$ cat src/hw/dram_area_pkg.sv
// Shared constants and carrier types of the DRAM area timing control block
package dram_area_pkg;

  // Register indices; byte address is four times the index
  localparam logic [31:0] WAIT2_IDX     = 32'hffff8626;
  localparam logic [31:0] DCTL_IDX      = 32'hffff862a;
  localparam logic [31:0] RTCS_IDX      = 32'hffff862c;
  localparam logic [31:0] RCNT_IDX      = 32'hffff862e;
  localparam logic [31:0] RCON_IDX      = 32'hffff8630;
  localparam logic [31:0] ISTAT_IDX     = 32'hffff8640;
  localparam logic [31:0] IMASK_IDX     = 32'hffff8641;

  // Wait control fields
  localparam int          DDW_LSB       = 4;
  localparam int          DSW_LSB       = 0;
  localparam logic [15:0] WAIT2_MASK    = 16'h003f;
  localparam logic [15:0] WAIT2_RST     = 16'h000f;

  // DRAM control fields
  localparam int          TPC_BIT       = 15;
  localparam int          RCD_BIT       = 14;
  localparam int          TRAS_LSB      = 12;
  localparam int          DWW_LSB       = 10;
  localparam int          DWR_LSB       = 8;
  localparam int          DIW_BIT       = 7;
  localparam int          BE_BIT        = 5;
  localparam int          ROW_DOWN_MODE_BIT      = 4;
  localparam int          SZ_BIT        = 2;
  localparam int          AMX_LSB       = 0;
  localparam logic [15:0] DCTL_MASK     = 16'hffb7;
  localparam logic [15:0] DCTL_RST      = 16'h0000;

  // Refresh control/status fields
  localparam int          CMF_BIT       = 6;
  localparam int          COMPARE_MATCH_IRQ_EN_BIT      = 5;
  localparam int          CKS_LSB       = 2;
  localparam int          REFRESH_ENABLE_BIT      = 1;
  localparam int          RMD_BIT       = 0;
  localparam logic [15:0] RTCS_MASK     = 16'h007f;
  localparam logic [15:0] RTCS_RST      = 16'h0000;
  localparam logic [7:0]  RCNT_RST      = 8'h00;
  localparam logic [7:0]  RCON_RST      = 8'h00;

  // Timing in half cycles, whole-cycle counts round up
  localparam int          TPC_HALF_0    = 3;
  localparam int          TPC_HALF_1    = 5;
  localparam int          TRAS_HALF_0   = 5;
  localparam logic [2:0]  PRECH_CYC_0   = 3'((TPC_HALF_0 + 1) / 2);
  localparam logic [2:0]  PRECH_CYC_1   = 3'((TPC_HALF_1 + 1) / 2);
  localparam logic [2:0]  TRAS_CYC_0    = 3'((TRAS_HALF_0 + 1) / 2);
  localparam logic [2:0]  RCD_CYC_0     = 3'h1;
  localparam logic [2:0]  RCD_CYC_1     = 3'h2;
  localparam logic [3:0]  BASE_COL_BITS = 4'h9;

  // AXI response codes
  localparam logic [1:0]  RESP_OKAY     = 2'b00;
  localparam logic [1:0]  RESP_SLVERR   = 2'b10;

  // Access kinds on the request port
  typedef enum logic [1:0] {KIND_DRAM, KIND_DRAM_DMA, KIND_CS_DMA} acc_kind_t;

  // Access request from the bus core
  typedef struct packed {
    acc_kind_t   kind;
    logic        write;
    logic [23:0] addr;
  } acc_req_t;

  // External memory strobes and address
  typedef struct packed {
    logic        ras_n;
    logic        cas_n;
    logic        cs_n;
    logic        we_n;
    logic [11:0] addr;
  } mem_pins_t;

endpackage : dram_area_pkg

$ cat src/hw/dram_area_ctrl.sv
// DRAM area timing control: registers, access sequencer and refresh timer
//
// Decided for this implementation: the AXI4-Lite register port.
`timescale 1ns/100ps
module dram_area_ctrl (
  input  wire logic                   aclk,
  input  wire logic                   aresetn,
  input  wire logic [31:0]            s_axi_awaddr,
  input  wire logic                   s_axi_awvalid,
  output logic                        s_axi_awready,
  input  wire logic [31:0]            s_axi_wdata,
  input  wire logic [3:0]             s_axi_wstrb,
  input  wire logic                   s_axi_wvalid,
  output logic                        s_axi_wready,
  output logic [1:0]                  s_axi_bresp,
  output logic                        s_axi_bvalid,
  input  wire logic                   s_axi_bready,
  input  wire logic [31:0]            s_axi_araddr,
  input  wire logic                   s_axi_arvalid,
  output logic                        s_axi_arready,
  output logic [31:0]                 s_axi_rdata,
  output logic [1:0]                  s_axi_rresp,
  output logic                        s_axi_rvalid,
  input  wire logic                   s_axi_rready,
  input  wire dram_area_pkg::acc_req_t acc_req,
  input  wire logic                   acc_valid,
  output logic                        acc_ready,
  output logic                        acc_done,
  input  wire logic                   ext_wait_n,
  output dram_area_pkg::mem_pins_t    mem,
  output logic                        dram_word,
  output logic                        refresh_enable,
  output logic                        refresh_kind,
  output logic                        irq
);
  import dram_area_pkg::*;

  typedef enum logic [2:0] {ST_IDLE, ST_PRECH, ST_ROW, ST_COL, ST_CLOSE, ST_GAP, ST_CS}
    seq_state_t;

  logic [15:0] wait2;
  logic [15:0] dctl;
  logic [15:0] rtcs;
  logic [7:0]  rcon;
  logic        istat;
  logic        imask;
  logic        cmf_armed;
  logic [7:0]  rcnt;
  logic        match;
  logic        aw_held;
  logic        w_held;
  logic [31:0] aw_addr;
  logic [31:0] w_data;
  logic [3:0]  w_strb;
  logic        wr_go;
  logic [15:0] wr_val;
  logic        wr_hit;
  logic [15:0] rd_val;
  logic        rd_hit;
  logic        wait_meta;
  logic        wait_sync;
  seq_state_t  state;
  acc_req_t    cur;
  logic [2:0]  cnt;
  logic [3:0]  cs_cnt;
  logic [2:0]  ras_len;
  logic        row_open;
  logic [11:0] open_row;
  logic [3:0]  col_bits;
  logic [23:0] word_addr;
  logic [11:0] row_addr;
  logic [11:0] col_addr;
  logic [11:0] req_row;
  logic        honour;
  logic [2:0]  col_len;
  logic [2:0]  tras_min;

  // Register index match on a byte address
  function automatic logic at(input logic [31:0] addr, input logic [31:0] idx);
    at = (addr[31:2] == idx[29:0]) && (addr[1:0] == 2'b00);
  endfunction : at

  // Cycle count for a two-bit wait code, 2 to 5 cycles
  function automatic logic [2:0] wait_len(input logic [1:0] code);
    wait_len = {1'b0, code} + 3'h2;
  endfunction : wait_len

  // Byte-lane merge of write data
  function automatic logic [15:0] merge(input logic [15:0] old, input logic [31:0] d,
                                        input logic [3:0] strb);
    merge = {strb[1] ? d[15:8] : old[15:8], strb[0] ? d[7:0] : old[7:0]};
  endfunction : merge

  // Wait pin synchroniser
  always_ff @(posedge aclk) begin
    if (!aresetn) begin
      wait_meta <= 1'b0;
      wait_sync <= 1'b0;
    end else begin
      wait_meta <= ~ext_wait_n;
      wait_sync <= wait_meta;
    end
  end

  // Write address and data capture, either order
  always_ff @(posedge aclk) begin
    if (!aresetn) begin
      aw_held <= 1'b0;
      w_held  <= 1'b0;
      aw_addr <= 32'h0000_0000;
      w_data  <= 32'h0000_0000;
      w_strb  <= 4'h0;
    end else begin
      if (s_axi_awvalid && s_axi_awready) begin
        aw_held <= 1'b1;
        aw_addr <= s_axi_awaddr;
      end else if (wr_go) begin
        aw_held <= 1'b0;
      end
      if (s_axi_wvalid && s_axi_wready) begin
        w_held <= 1'b1;
        w_data <= s_axi_wdata;
        w_strb <= s_axi_wstrb;
      end else if (wr_go) begin
        w_held <= 1'b0;
      end
    end
  end

  assign s_axi_awready = !aw_held && !s_axi_bvalid;
  assign s_axi_wready  = !w_held && !s_axi_bvalid;
  assign wr_go         = aw_held && w_held && !s_axi_bvalid;

  // Write decode
  always_comb begin
    wr_hit = 1'b1;
    wr_val = 16'h0000;
    if (at(aw_addr, WAIT2_IDX)) begin
      wr_val = merge(wait2, w_data, w_strb) & WAIT2_MASK;
    end else if (at(aw_addr, DCTL_IDX)) begin
      wr_val = merge(dctl, w_data, w_strb) & DCTL_MASK;
    end else if (at(aw_addr, RTCS_IDX)) begin
      wr_val = merge(rtcs, w_data, w_strb) & RTCS_MASK;
    end else if (at(aw_addr, RCNT_IDX) || at(aw_addr, RCON_IDX)) begin
      wr_val = merge({8'h00, at(aw_addr, RCON_IDX) ? rcon : rcnt}, w_data, w_strb);
    end else if (at(aw_addr, ISTAT_IDX) || at(aw_addr, IMASK_IDX)) begin
      wr_val = merge(16'h0000, w_data, w_strb);
    end else begin
      wr_hit = 1'b0;
    end
  end

  // Write response
  always_ff @(posedge aclk) begin
    if (!aresetn) begin
      s_axi_bvalid <= 1'b0;
      s_axi_bresp  <= RESP_OKAY;
    end else if (wr_go) begin
      s_axi_bvalid <= 1'b1;
      s_axi_bresp  <= wr_hit ? RESP_OKAY : RESP_SLVERR;
    end else if (s_axi_bready) begin
      s_axi_bvalid <= 1'b0;
    end
  end

  // Configuration registers
  always_ff @(posedge aclk) begin
    if (!aresetn) begin
      wait2 <= WAIT2_RST;
      dctl  <= DCTL_RST;
      rcon  <= RCON_RST;
      imask <= 1'b0;
    end else if (wr_go) begin
      if (at(aw_addr, WAIT2_IDX)) wait2 <= wr_val;
      if (at(aw_addr, DCTL_IDX)) dctl <= wr_val;
      if (at(aw_addr, RCON_IDX)) rcon <= wr_val[7:0];
      if (at(aw_addr, IMASK_IDX)) imask <= wr_val[0];
    end
  end

  // Refresh control bits and compare flag
  always_ff @(posedge aclk) begin
    if (!aresetn) begin
      rtcs      <= RTCS_RST;
      cmf_armed <= 1'b0;
    end else begin
      if (s_axi_arvalid && s_axi_arready && at(s_axi_araddr, RTCS_IDX) && rtcs[CMF_BIT]) begin
        cmf_armed <= 1'b1;
      end
      if (wr_go && at(aw_addr, RTCS_IDX)) begin
        rtcs[COMPARE_MATCH_IRQ_EN_BIT:0] <= wr_val[COMPARE_MATCH_IRQ_EN_BIT:0];
        if (cmf_armed && !wr_val[CMF_BIT]) begin
          rtcs[CMF_BIT] <= 1'b0;
          cmf_armed     <= 1'b0;
        end
      end
      if (match) begin
        rtcs[CMF_BIT] <= 1'b1;
      end
    end
  end

  // Sticky event status, write one to clear, set wins
  always_ff @(posedge aclk) begin
    if (!aresetn) begin
      istat <= 1'b0;
    end else if (match) begin
      istat <= 1'b1;
    end else if (wr_go && at(aw_addr, ISTAT_IDX) && wr_val[0]) begin
      istat <= 1'b0;
    end
  end

  assign irq = (istat && imask) || (rtcs[CMF_BIT] && rtcs[COMPARE_MATCH_IRQ_EN_BIT]);

  // Read decode
  always_comb begin
    rd_hit = 1'b1;
    rd_val = 16'h0000;
    if (at(s_axi_araddr, WAIT2_IDX)) begin
      rd_val = wait2;
    end else if (at(s_axi_araddr, DCTL_IDX)) begin
      rd_val = dctl;
    end else if (at(s_axi_araddr, RTCS_IDX)) begin
      rd_val = rtcs;
    end else if (at(s_axi_araddr, RCNT_IDX)) begin
      rd_val = {8'h00, rcnt};
    end else if (at(s_axi_araddr, RCON_IDX)) begin
      rd_val = {8'h00, rcon};
    end else if (at(s_axi_araddr, ISTAT_IDX)) begin
      rd_val = {15'h0000, istat};
    end else if (at(s_axi_araddr, IMASK_IDX)) begin
      rd_val = {15'h0000, imask};
    end else begin
      rd_hit = 1'b0;
    end
  end

  assign s_axi_arready = !s_axi_rvalid;

  // Read data channel
  always_ff @(posedge aclk) begin
    if (!aresetn) begin
      s_axi_rvalid <= 1'b0;
      s_axi_rdata  <= 32'h0000_0000;
      s_axi_rresp  <= RESP_OKAY;
    end else if (s_axi_arvalid && s_axi_arready) begin
      s_axi_rvalid <= 1'b1;
      s_axi_rdata  <= {16'h0000, rd_val};
      s_axi_rresp  <= rd_hit ? RESP_OKAY : RESP_SLVERR;
    end else if (s_axi_rready) begin
      s_axi_rvalid <= 1'b0;
    end
  end

  // Refresh interval timer
  refresh_timer u_timer (
    .aclk      (aclk),
    .aresetn   (aresetn),
    .clk_sel   (rtcs[CKS_LSB+2:CKS_LSB]),
    .cnt_wr    (wr_go && at(aw_addr, RCNT_IDX)),
    .cnt_wdata (wr_val[7:0]),
    .const_val (rcon),
    .count     (rcnt),
    .match     (match)
  );

  assign refresh_enable = rtcs[REFRESH_ENABLE_BIT];
  assign refresh_kind   = rtcs[RMD_BIT];

  // Address multiplexing for width and column count
  assign dram_word = dctl[SZ_BIT];
  assign col_bits  = BASE_COL_BITS + {2'b00, dctl[AMX_LSB+1:AMX_LSB]};
  assign word_addr = cur.addr >> dctl[SZ_BIT];
  assign row_addr  = 12'(word_addr >> col_bits);
  assign col_addr  = 12'(word_addr & ((24'h1 << col_bits) - 24'h1));
  assign req_row   = 12'((acc_req.addr >> dctl[SZ_BIT]) >> col_bits);
  assign tras_min  = TRAS_CYC_0 + {1'b0, dctl[TRAS_LSB+1:TRAS_LSB]};

  // Column phase length and wait honouring per kind
  always_comb begin
    col_len = wait_len(dctl[DWR_LSB+1:DWR_LSB]);
    honour  = dctl[DWR_LSB+1];
    if (cur.kind == KIND_DRAM_DMA) begin
      col_len = wait_len(wait2[DDW_LSB+1:DDW_LSB]);
      honour  = wait2[DDW_LSB+1];
    end else if (cur.write) begin
      col_len = wait_len(dctl[DWW_LSB+1:DWW_LSB]);
      honour  = dctl[DWW_LSB+1];
    end
  end

  assign acc_ready = (state == ST_IDLE);

  // Access sequencer
  always_ff @(posedge aclk) begin
    if (!aresetn) begin
      state    <= ST_IDLE;
      cur      <= '0;
      cnt      <= 3'h0;
      cs_cnt   <= 4'h0;
      ras_len  <= 3'h0;
      row_open <= 1'b0;
      open_row <= 12'h000;
      acc_done <= 1'b0;
      mem      <= '{ras_n: 1'b1, cas_n: 1'b1, cs_n: 1'b1, we_n: 1'b1, addr: 12'h000};
    end else begin
      acc_done <= 1'b0;
      if (!mem.ras_n && ras_len != 3'h7) ras_len <= ras_len + 3'h1;
      case (state)
        ST_IDLE: begin
          if (acc_valid) begin
            cur <= acc_req;
            cnt <= 3'h1;
            if (acc_req.kind == KIND_CS_DMA) begin
              state     <= ST_CS;
              cs_cnt    <= 4'h0;
              mem.cs_n  <= 1'b0;
              mem.we_n  <= ~acc_req.write;
            end else if (row_open && req_row == open_row && dctl[BE_BIT]) begin
              state    <= ST_COL;
              mem.we_n <= ~acc_req.write;
            end else if (row_open) begin
              state     <= ST_CLOSE;
            end else begin
              state <= ST_PRECH;
            end
          end
        end
        ST_CLOSE: begin
          if (ras_len >= tras_min) begin
            mem.ras_n <= 1'b1;
            row_open  <= 1'b0;
            state     <= ST_PRECH;
            cnt       <= 3'h1;
          end
        end
        ST_PRECH: begin
          if (cnt >= (dctl[TPC_BIT] ? PRECH_CYC_1 : PRECH_CYC_0)) begin
            mem.ras_n <= 1'b0;
            mem.addr  <= row_addr;
            ras_len   <= 3'h0;
            open_row  <= row_addr;
            state     <= ST_ROW;
            cnt       <= 3'h1;
          end else begin
            cnt <= cnt + 3'h1;
          end
        end
        ST_ROW: begin
          if (cnt >= (dctl[RCD_BIT] ? RCD_CYC_1 : RCD_CYC_0)) begin
            mem.we_n  <= ~cur.write;
            mem.addr  <= col_addr;
            mem.cas_n <= 1'b0;
            state     <= ST_COL;
            cnt       <= 3'h1;
          end else begin
            cnt <= cnt + 3'h1;
          end
        end
        ST_COL: begin
          mem.addr <= col_addr;
          if (mem.cas_n) begin
            mem.cas_n <= 1'b0; // Page hit opens its column here
            cnt       <= 3'h1;
          end else if (cnt >= col_len && !(honour && wait_sync)) begin
            mem.cas_n <= 1'b1;
            mem.we_n  <= 1'b1;
            acc_done  <= 1'b1;
            cnt       <= 3'h1;
            if (dctl[ROW_DOWN_MODE_BIT]) begin
              row_open <= 1'b1;
              state    <= dctl[DIW_BIT] ? ST_GAP : ST_IDLE;
            end else begin
              row_open <= 1'b0; // Row closes once its strobe time is met
              state    <= ST_CLOSE;
            end
          end else if (cnt < col_len) begin
            cnt <= cnt + 3'h1;
          end
        end
        ST_GAP: begin
          state <= ST_IDLE;
        end
        ST_CS: begin
          if (cs_cnt >= wait2[DSW_LSB+3:DSW_LSB]
              && !(wait2[DSW_LSB+3:DSW_LSB] != 4'h0 && wait_sync)) begin
            mem.cs_n <= 1'b1;
            mem.we_n <= 1'b1;
            acc_done <= 1'b1;
            state    <= ST_IDLE;
          end else if (cs_cnt != 4'hf) begin
            cs_cnt <= cs_cnt + 4'h1;
          end
        end
        default: begin
          state <= ST_IDLE;
        end
      endcase
      if (state == ST_CLOSE && ras_len >= tras_min && !row_open) begin
        state <= dctl[DIW_BIT] ? ST_GAP : ST_IDLE;
      end
    end
  end

endmodule : dram_area_ctrl

$ cat src/hw/refresh_timer.sv
// Refresh interval timer: prescaler, counter and compare match
`timescale 1ns/100ps
module refresh_timer (
  input  wire logic       aclk,
  input  wire logic       aresetn,
  input  wire logic [2:0] clk_sel,
  input  wire logic       cnt_wr,
  input  wire logic [7:0] cnt_wdata,
  input  wire logic [7:0] const_val,
  output logic      [7:0] count,
  output logic            match
);
  import dram_area_pkg::*;

  logic [11:0] prescale;
  logic [11:0] tap;
  logic        tick;

  // Divider tap for each clock select code
  function automatic logic [11:0] div_mask(input logic [2:0] sel);
    case (sel)
      3'h1:    div_mask = 12'h001;
      3'h2:    div_mask = 12'h007;
      3'h3:    div_mask = 12'h01f;
      3'h4:    div_mask = 12'h07f;
      3'h5:    div_mask = 12'h1ff;
      3'h6:    div_mask = 12'h7ff;
      3'h7:    div_mask = 12'hfff;
      default: div_mask = 12'h000;
    endcase
  endfunction : div_mask

  // Free running prescaler
  always_ff @(posedge aclk) begin
    if (!aresetn) begin
      prescale <= 12'h000;
    end else begin
      prescale <= prescale + 12'h001;
    end
  end

  assign tap  = div_mask(clk_sel);
  assign tick = (clk_sel != 3'h0) && ((prescale & tap) == tap);

  // Count up, clear and flag on compare match
  always_ff @(posedge aclk) begin
    if (!aresetn) begin
      count <= RCNT_RST;
      match <= 1'b0;
    end else begin
      match <= 1'b0;
      if (cnt_wr) begin
        count <= cnt_wdata;
      end else if (tick) begin
        if (count == const_val) begin
          count <= 8'h00;
          match <= 1'b1;
        end else begin
          count <= count + 8'h01;
        end
      end
    end
  end

endmodule : refresh_timer

$ cat config.mk
export PLATFORM = sky130hd
export DESIGN_NAME = dram_area_ctrl
export DESIGN_NICKNAME = d
export VERILOG_FILES = /design/src/hw/dram_area_pkg.sv /design/src/hw/dram_area_ctrl.sv /design/src/hw/refresh_timer.sv
export SDC_FILE = /design/constraint.sdc
export NUM_CORES = 1
export LEC_CHECK = 0
export ABC_AREA = 1
export BUFFER_PORTS_ARGS = -buffer_cell sky130_fd_sc_hd__clkbuf_2
export CORE_UTILIZATION = 55
export CTS_BUF_LIST = sky130_fd_sc_hd__clkbuf_4 sky130_fd_sc_hd__clkbuf_8 sky130_fd_sc_hd__clkbuf_16
export CTS_CLUSTER_SIZE = 12
export DETAILED_ROUTE_END_ITERATION = 12
export PLACE_DENSITY = 0.76
export REMOVE_ABC_BUFFERS = 1
export SETUP_SLACK_MARGIN = 0.2
export SLEW_MARGIN = 30
export SYNTH_ARGS = -nofsm -noshare
export SYNTH_HDL_FRONTEND = slang
export SYNTH_SLANG_ARGS = --single-unit
export TNS_END_PERCENT = 50
$ cat constraint.sdc
create_clock -name aclk -period 4.89 [get_ports aclk]
set_clock_uncertainty 0.2 [all_clocks]
set_input_delay 0.978 -clock aclk [delete_from_list [all_inputs] [get_ports aclk]]
set_output_delay 0.978 -clock aclk [all_outputs]
set_load 0.01 [all_outputs]
==> results.md <==
- Status: complete, no violations
- Crit. End Element: register
- Final setup violation count: 0
- Core box area: 0.0219 mm²
- Initial antenna violation count: 0
- EDFF count, synth: 0
- Worst vdd ir: 0.000258 V
- Via density: 5.50
- Final period util: 0.762
- WL final: between 30 and 40 mm
- Setup_tns: 0 ps
- Worst Max-Slew Pin Slew: 849 ps
- Initial Util: 0.562
- 1st-iter DRT viols: a little over 800
- Max H-tree Level: 1
- CP Class: reg2reg
- Max Cap Viol: 0
- Most frequent cells in the layout: 375 x nand2_1, 214 x dfxtp_1, 210 x o21ai_0, 203 x inv_1, 186 x nor2_1
- TritonCTS Buffers: 25
- Clock buffer depth: 3
- First-pass GRT wire length: 55.9 mm
- Power, Total: 5.05 mW
- Post-CTS Setup Inserts: 0
- Fin. max-slew vios: 0
- Synth Register Bits: 215
- PD cells: 363 mW/mm²
- Cts hold-fix bufs: 0
- Static leakage: just over 6 nW
- Critical Path RT: 5110 ps
- Syn. warnings: 0
- Part of the Yosys area used for sequential elements: 0.350
- Hold/Removal Path Class: reg2reg
- Internal reg-to-reg setup slack: between 1000 and 1500 ps
- Cell mode on critical path: nand2_1
- Share of cells above drive strength 1: 0.141
- GR Overflow Total: 0
- Layout area overhead: 13.1%
- CP arrival: about 4000 ps
- Crit path launch: dctl[0]
- Placed cell area: 0.0131 mm²
- Worst r2r dst: state[2]
- NumNets Final: 2139
- Hold Fails Final Rpt: 0
- CP startpoint kind: register
- DP HPWL: 25.5 mm
- Total GRT Usage: 0.305
- Top cell type's share of synthesized area: 0.350
- Largest net degree at the start of global routing: 67
- Via count: around 13000
- Critical Path Max Stage Delay: 610 ps
- Num Clock Sinks: around 220
- Clk Tree Root Cell: clkbuf_16
- Slew HR: 0.430
- Detail Route Antenna Nets: 0
- Post-Syn Area per Cell: 6.60 µm²
- Main synth FF type: dfxtp_1
- Port bufs: 162
- Crit path to: state[2]
- Avg WL per Cell: between 15 and 20 µm
- Worst R2R Start: dctl[0]
- Residual DRC count: 0
- Post-Layout Inst Area: between 0.01 and 0.015 mm²
- Top Ports: 199
- First-pass DRT Iterations: 8
- CTS tree: yes
- Post-cts sizing count: 0
- CP max-delay cell: ha_1
- Row count: 54
- Clk_lat worst skew: 530 ps
- Vias in the first global route: ~11000
- Final hold slack: roughly 210 ps
- Number of antenna diodes: 0
- RSZ-0062 raised after global routing: false
- GPL Wtd Cong: 0.970
- Fin crit period: 3730 ps
- Crit Path Max Fanout: 38
- Post-synthesis async set-or-reset flop share: 0
- Leading area contributor after synthesis: dfxtp_1
- DIE AREA: 0.0230 mm²
- Max Clk Rate: around 270 MHz
- Worst-path clk slew: roughly 60 ps
- Die height: approximately 150 µm
- Worst Reg-to-Reg Cells: 19
- Synth top area cells: dfxtp_1 35%, nand2_1 11%, o21ai_0 8.5%
- Critical-path cell list: buf_4, ha_1, inv_2, nor2_1, inv_1, nor2_1, nor2_1, nand3_1, nand2_1, nor2_1, nand2_1, nor2_1, nand2_1, nand2_1, nand2_1, nand2_1, nand3_1, nand2_1, inv_1
- Unique masters post-synth: 60
- Die X: 152 µm
- Synth Instances: between 1500 and 2000
- Most common cell after layout, fill and taps aside: nand2_1
- Synthesized area: 0.0123 mm²
[Yosys cell counts (3+ instances only)]
master and n:
xor2_1 10, nor3_2 5, buf_1 7, inv_1 203, o22ai_1 8, xnor2_1 6
mux2i_1 13, nor3_1 30, nand2_1 375, a31oi_1 6, a21oi_2 3, inv_2 12
nor4_1 9, or2_2 4, o21ai_0 210, nand3_1 148, nand2_2 8, a21oi_1 142
dfxtp_1 215, nor2_2 9, nor2_1 186, nand4_1 30, o21a_1 11, buf_2 18
nand3b_1 5, o211ai_1 22, buf_4 20, ha_1 24, clkbuf_1 53, nand3_2 4
nor2_4 4, clkinv_1 7, o21bai_1 7, o21ai_1 11, a211oi_1 4, o21ai_2 5
[per-layer routing]
metal	vias up	track usage	part of all wire	wire, µm
met1	5711	0.404	0.45	15500
li1	6357	-	-	-
met2	372	0.518	0.47	16200
met3	70	0.0326	0.056	1940
met4	0	0.0975	0.027	938
met5	-	0	0	0
[worst max-delay path, delay by kind of cell, from the launching register on]
family,cells,cell delay [ps]
AND/OR/NAND/NOR,14,1510
buffers and inverters,4,930
adder cells (fa/ha/maj),1,610
flip-flops,1,360
[cell type report]
type | instances | area (µm²)
Multi-Input combinational cell | 1340 | 6730
Fill cell | 2059 | 7980
Sequential cell | 215 | 4310
Inverter | 224 | 845
Clock buffer | 34 | 737
Timing Repair Buffer | 173 | 896
Clock inverter | 8 | 48.8
Tap cell | 280 | 350
[state kept, by name, summed over array words and instances, names as in the netlist, 8 cells and up]
name              cells
cur                  27
mem                  16
open_row             12
aw_addr              32
u_timer.count         8
w_data               16
rcon                  8
s_axi_rdata          16
wait2                16
u_timer.prescale     12
dctl                 16
[power breakdown]
group	switching, mW	internal [mW]
Combinational	0.770	0.409
Sequential	0.139	1.94
Clock	0.740	1.05
Total	1.65	3.40
[cells by family after synthesis]
kind of cell	Yosys count	synth area share
xor+xnor	16	0.0114
buf+inv	324	0.108
flops	215	0.350
other cells	1	0.000305
fa+ha+maj	24	0.0244
mux	13	0.0106
simple gates	831	0.301
compound gates	438	0.194
[metrics by stage]
step,util,cells,worst slack (ps)
2_1_floorplan,-,1779,879
3_3_place_gp,0.600,2232,1300
3_5_place_dp,0.600,2232,1260
4_1_cts,0.636,2274,1240
5_1_grt,0.636,2274,836
6_report,0.636,2274,1160
[how the worst min path moves through the flow]
stage / from / end / slack, ps / depth (start not counted)
2_1_floorplan: wait_meta / wait_sync / 190 / 2
3_3_place_gp: wait_meta / wait_sync / 200 / 2
3_5_place_dp: wait_meta / wait_sync / 210 / 2
4_1_cts: wait_meta / wait_sync / 220 / 2
5_1_grt: wait_meta / wait_sync / 240 / 2
6_report: wait_meta / wait_sync / 210 / 2
Note: power is estimated with default switching activity, not from simulation.
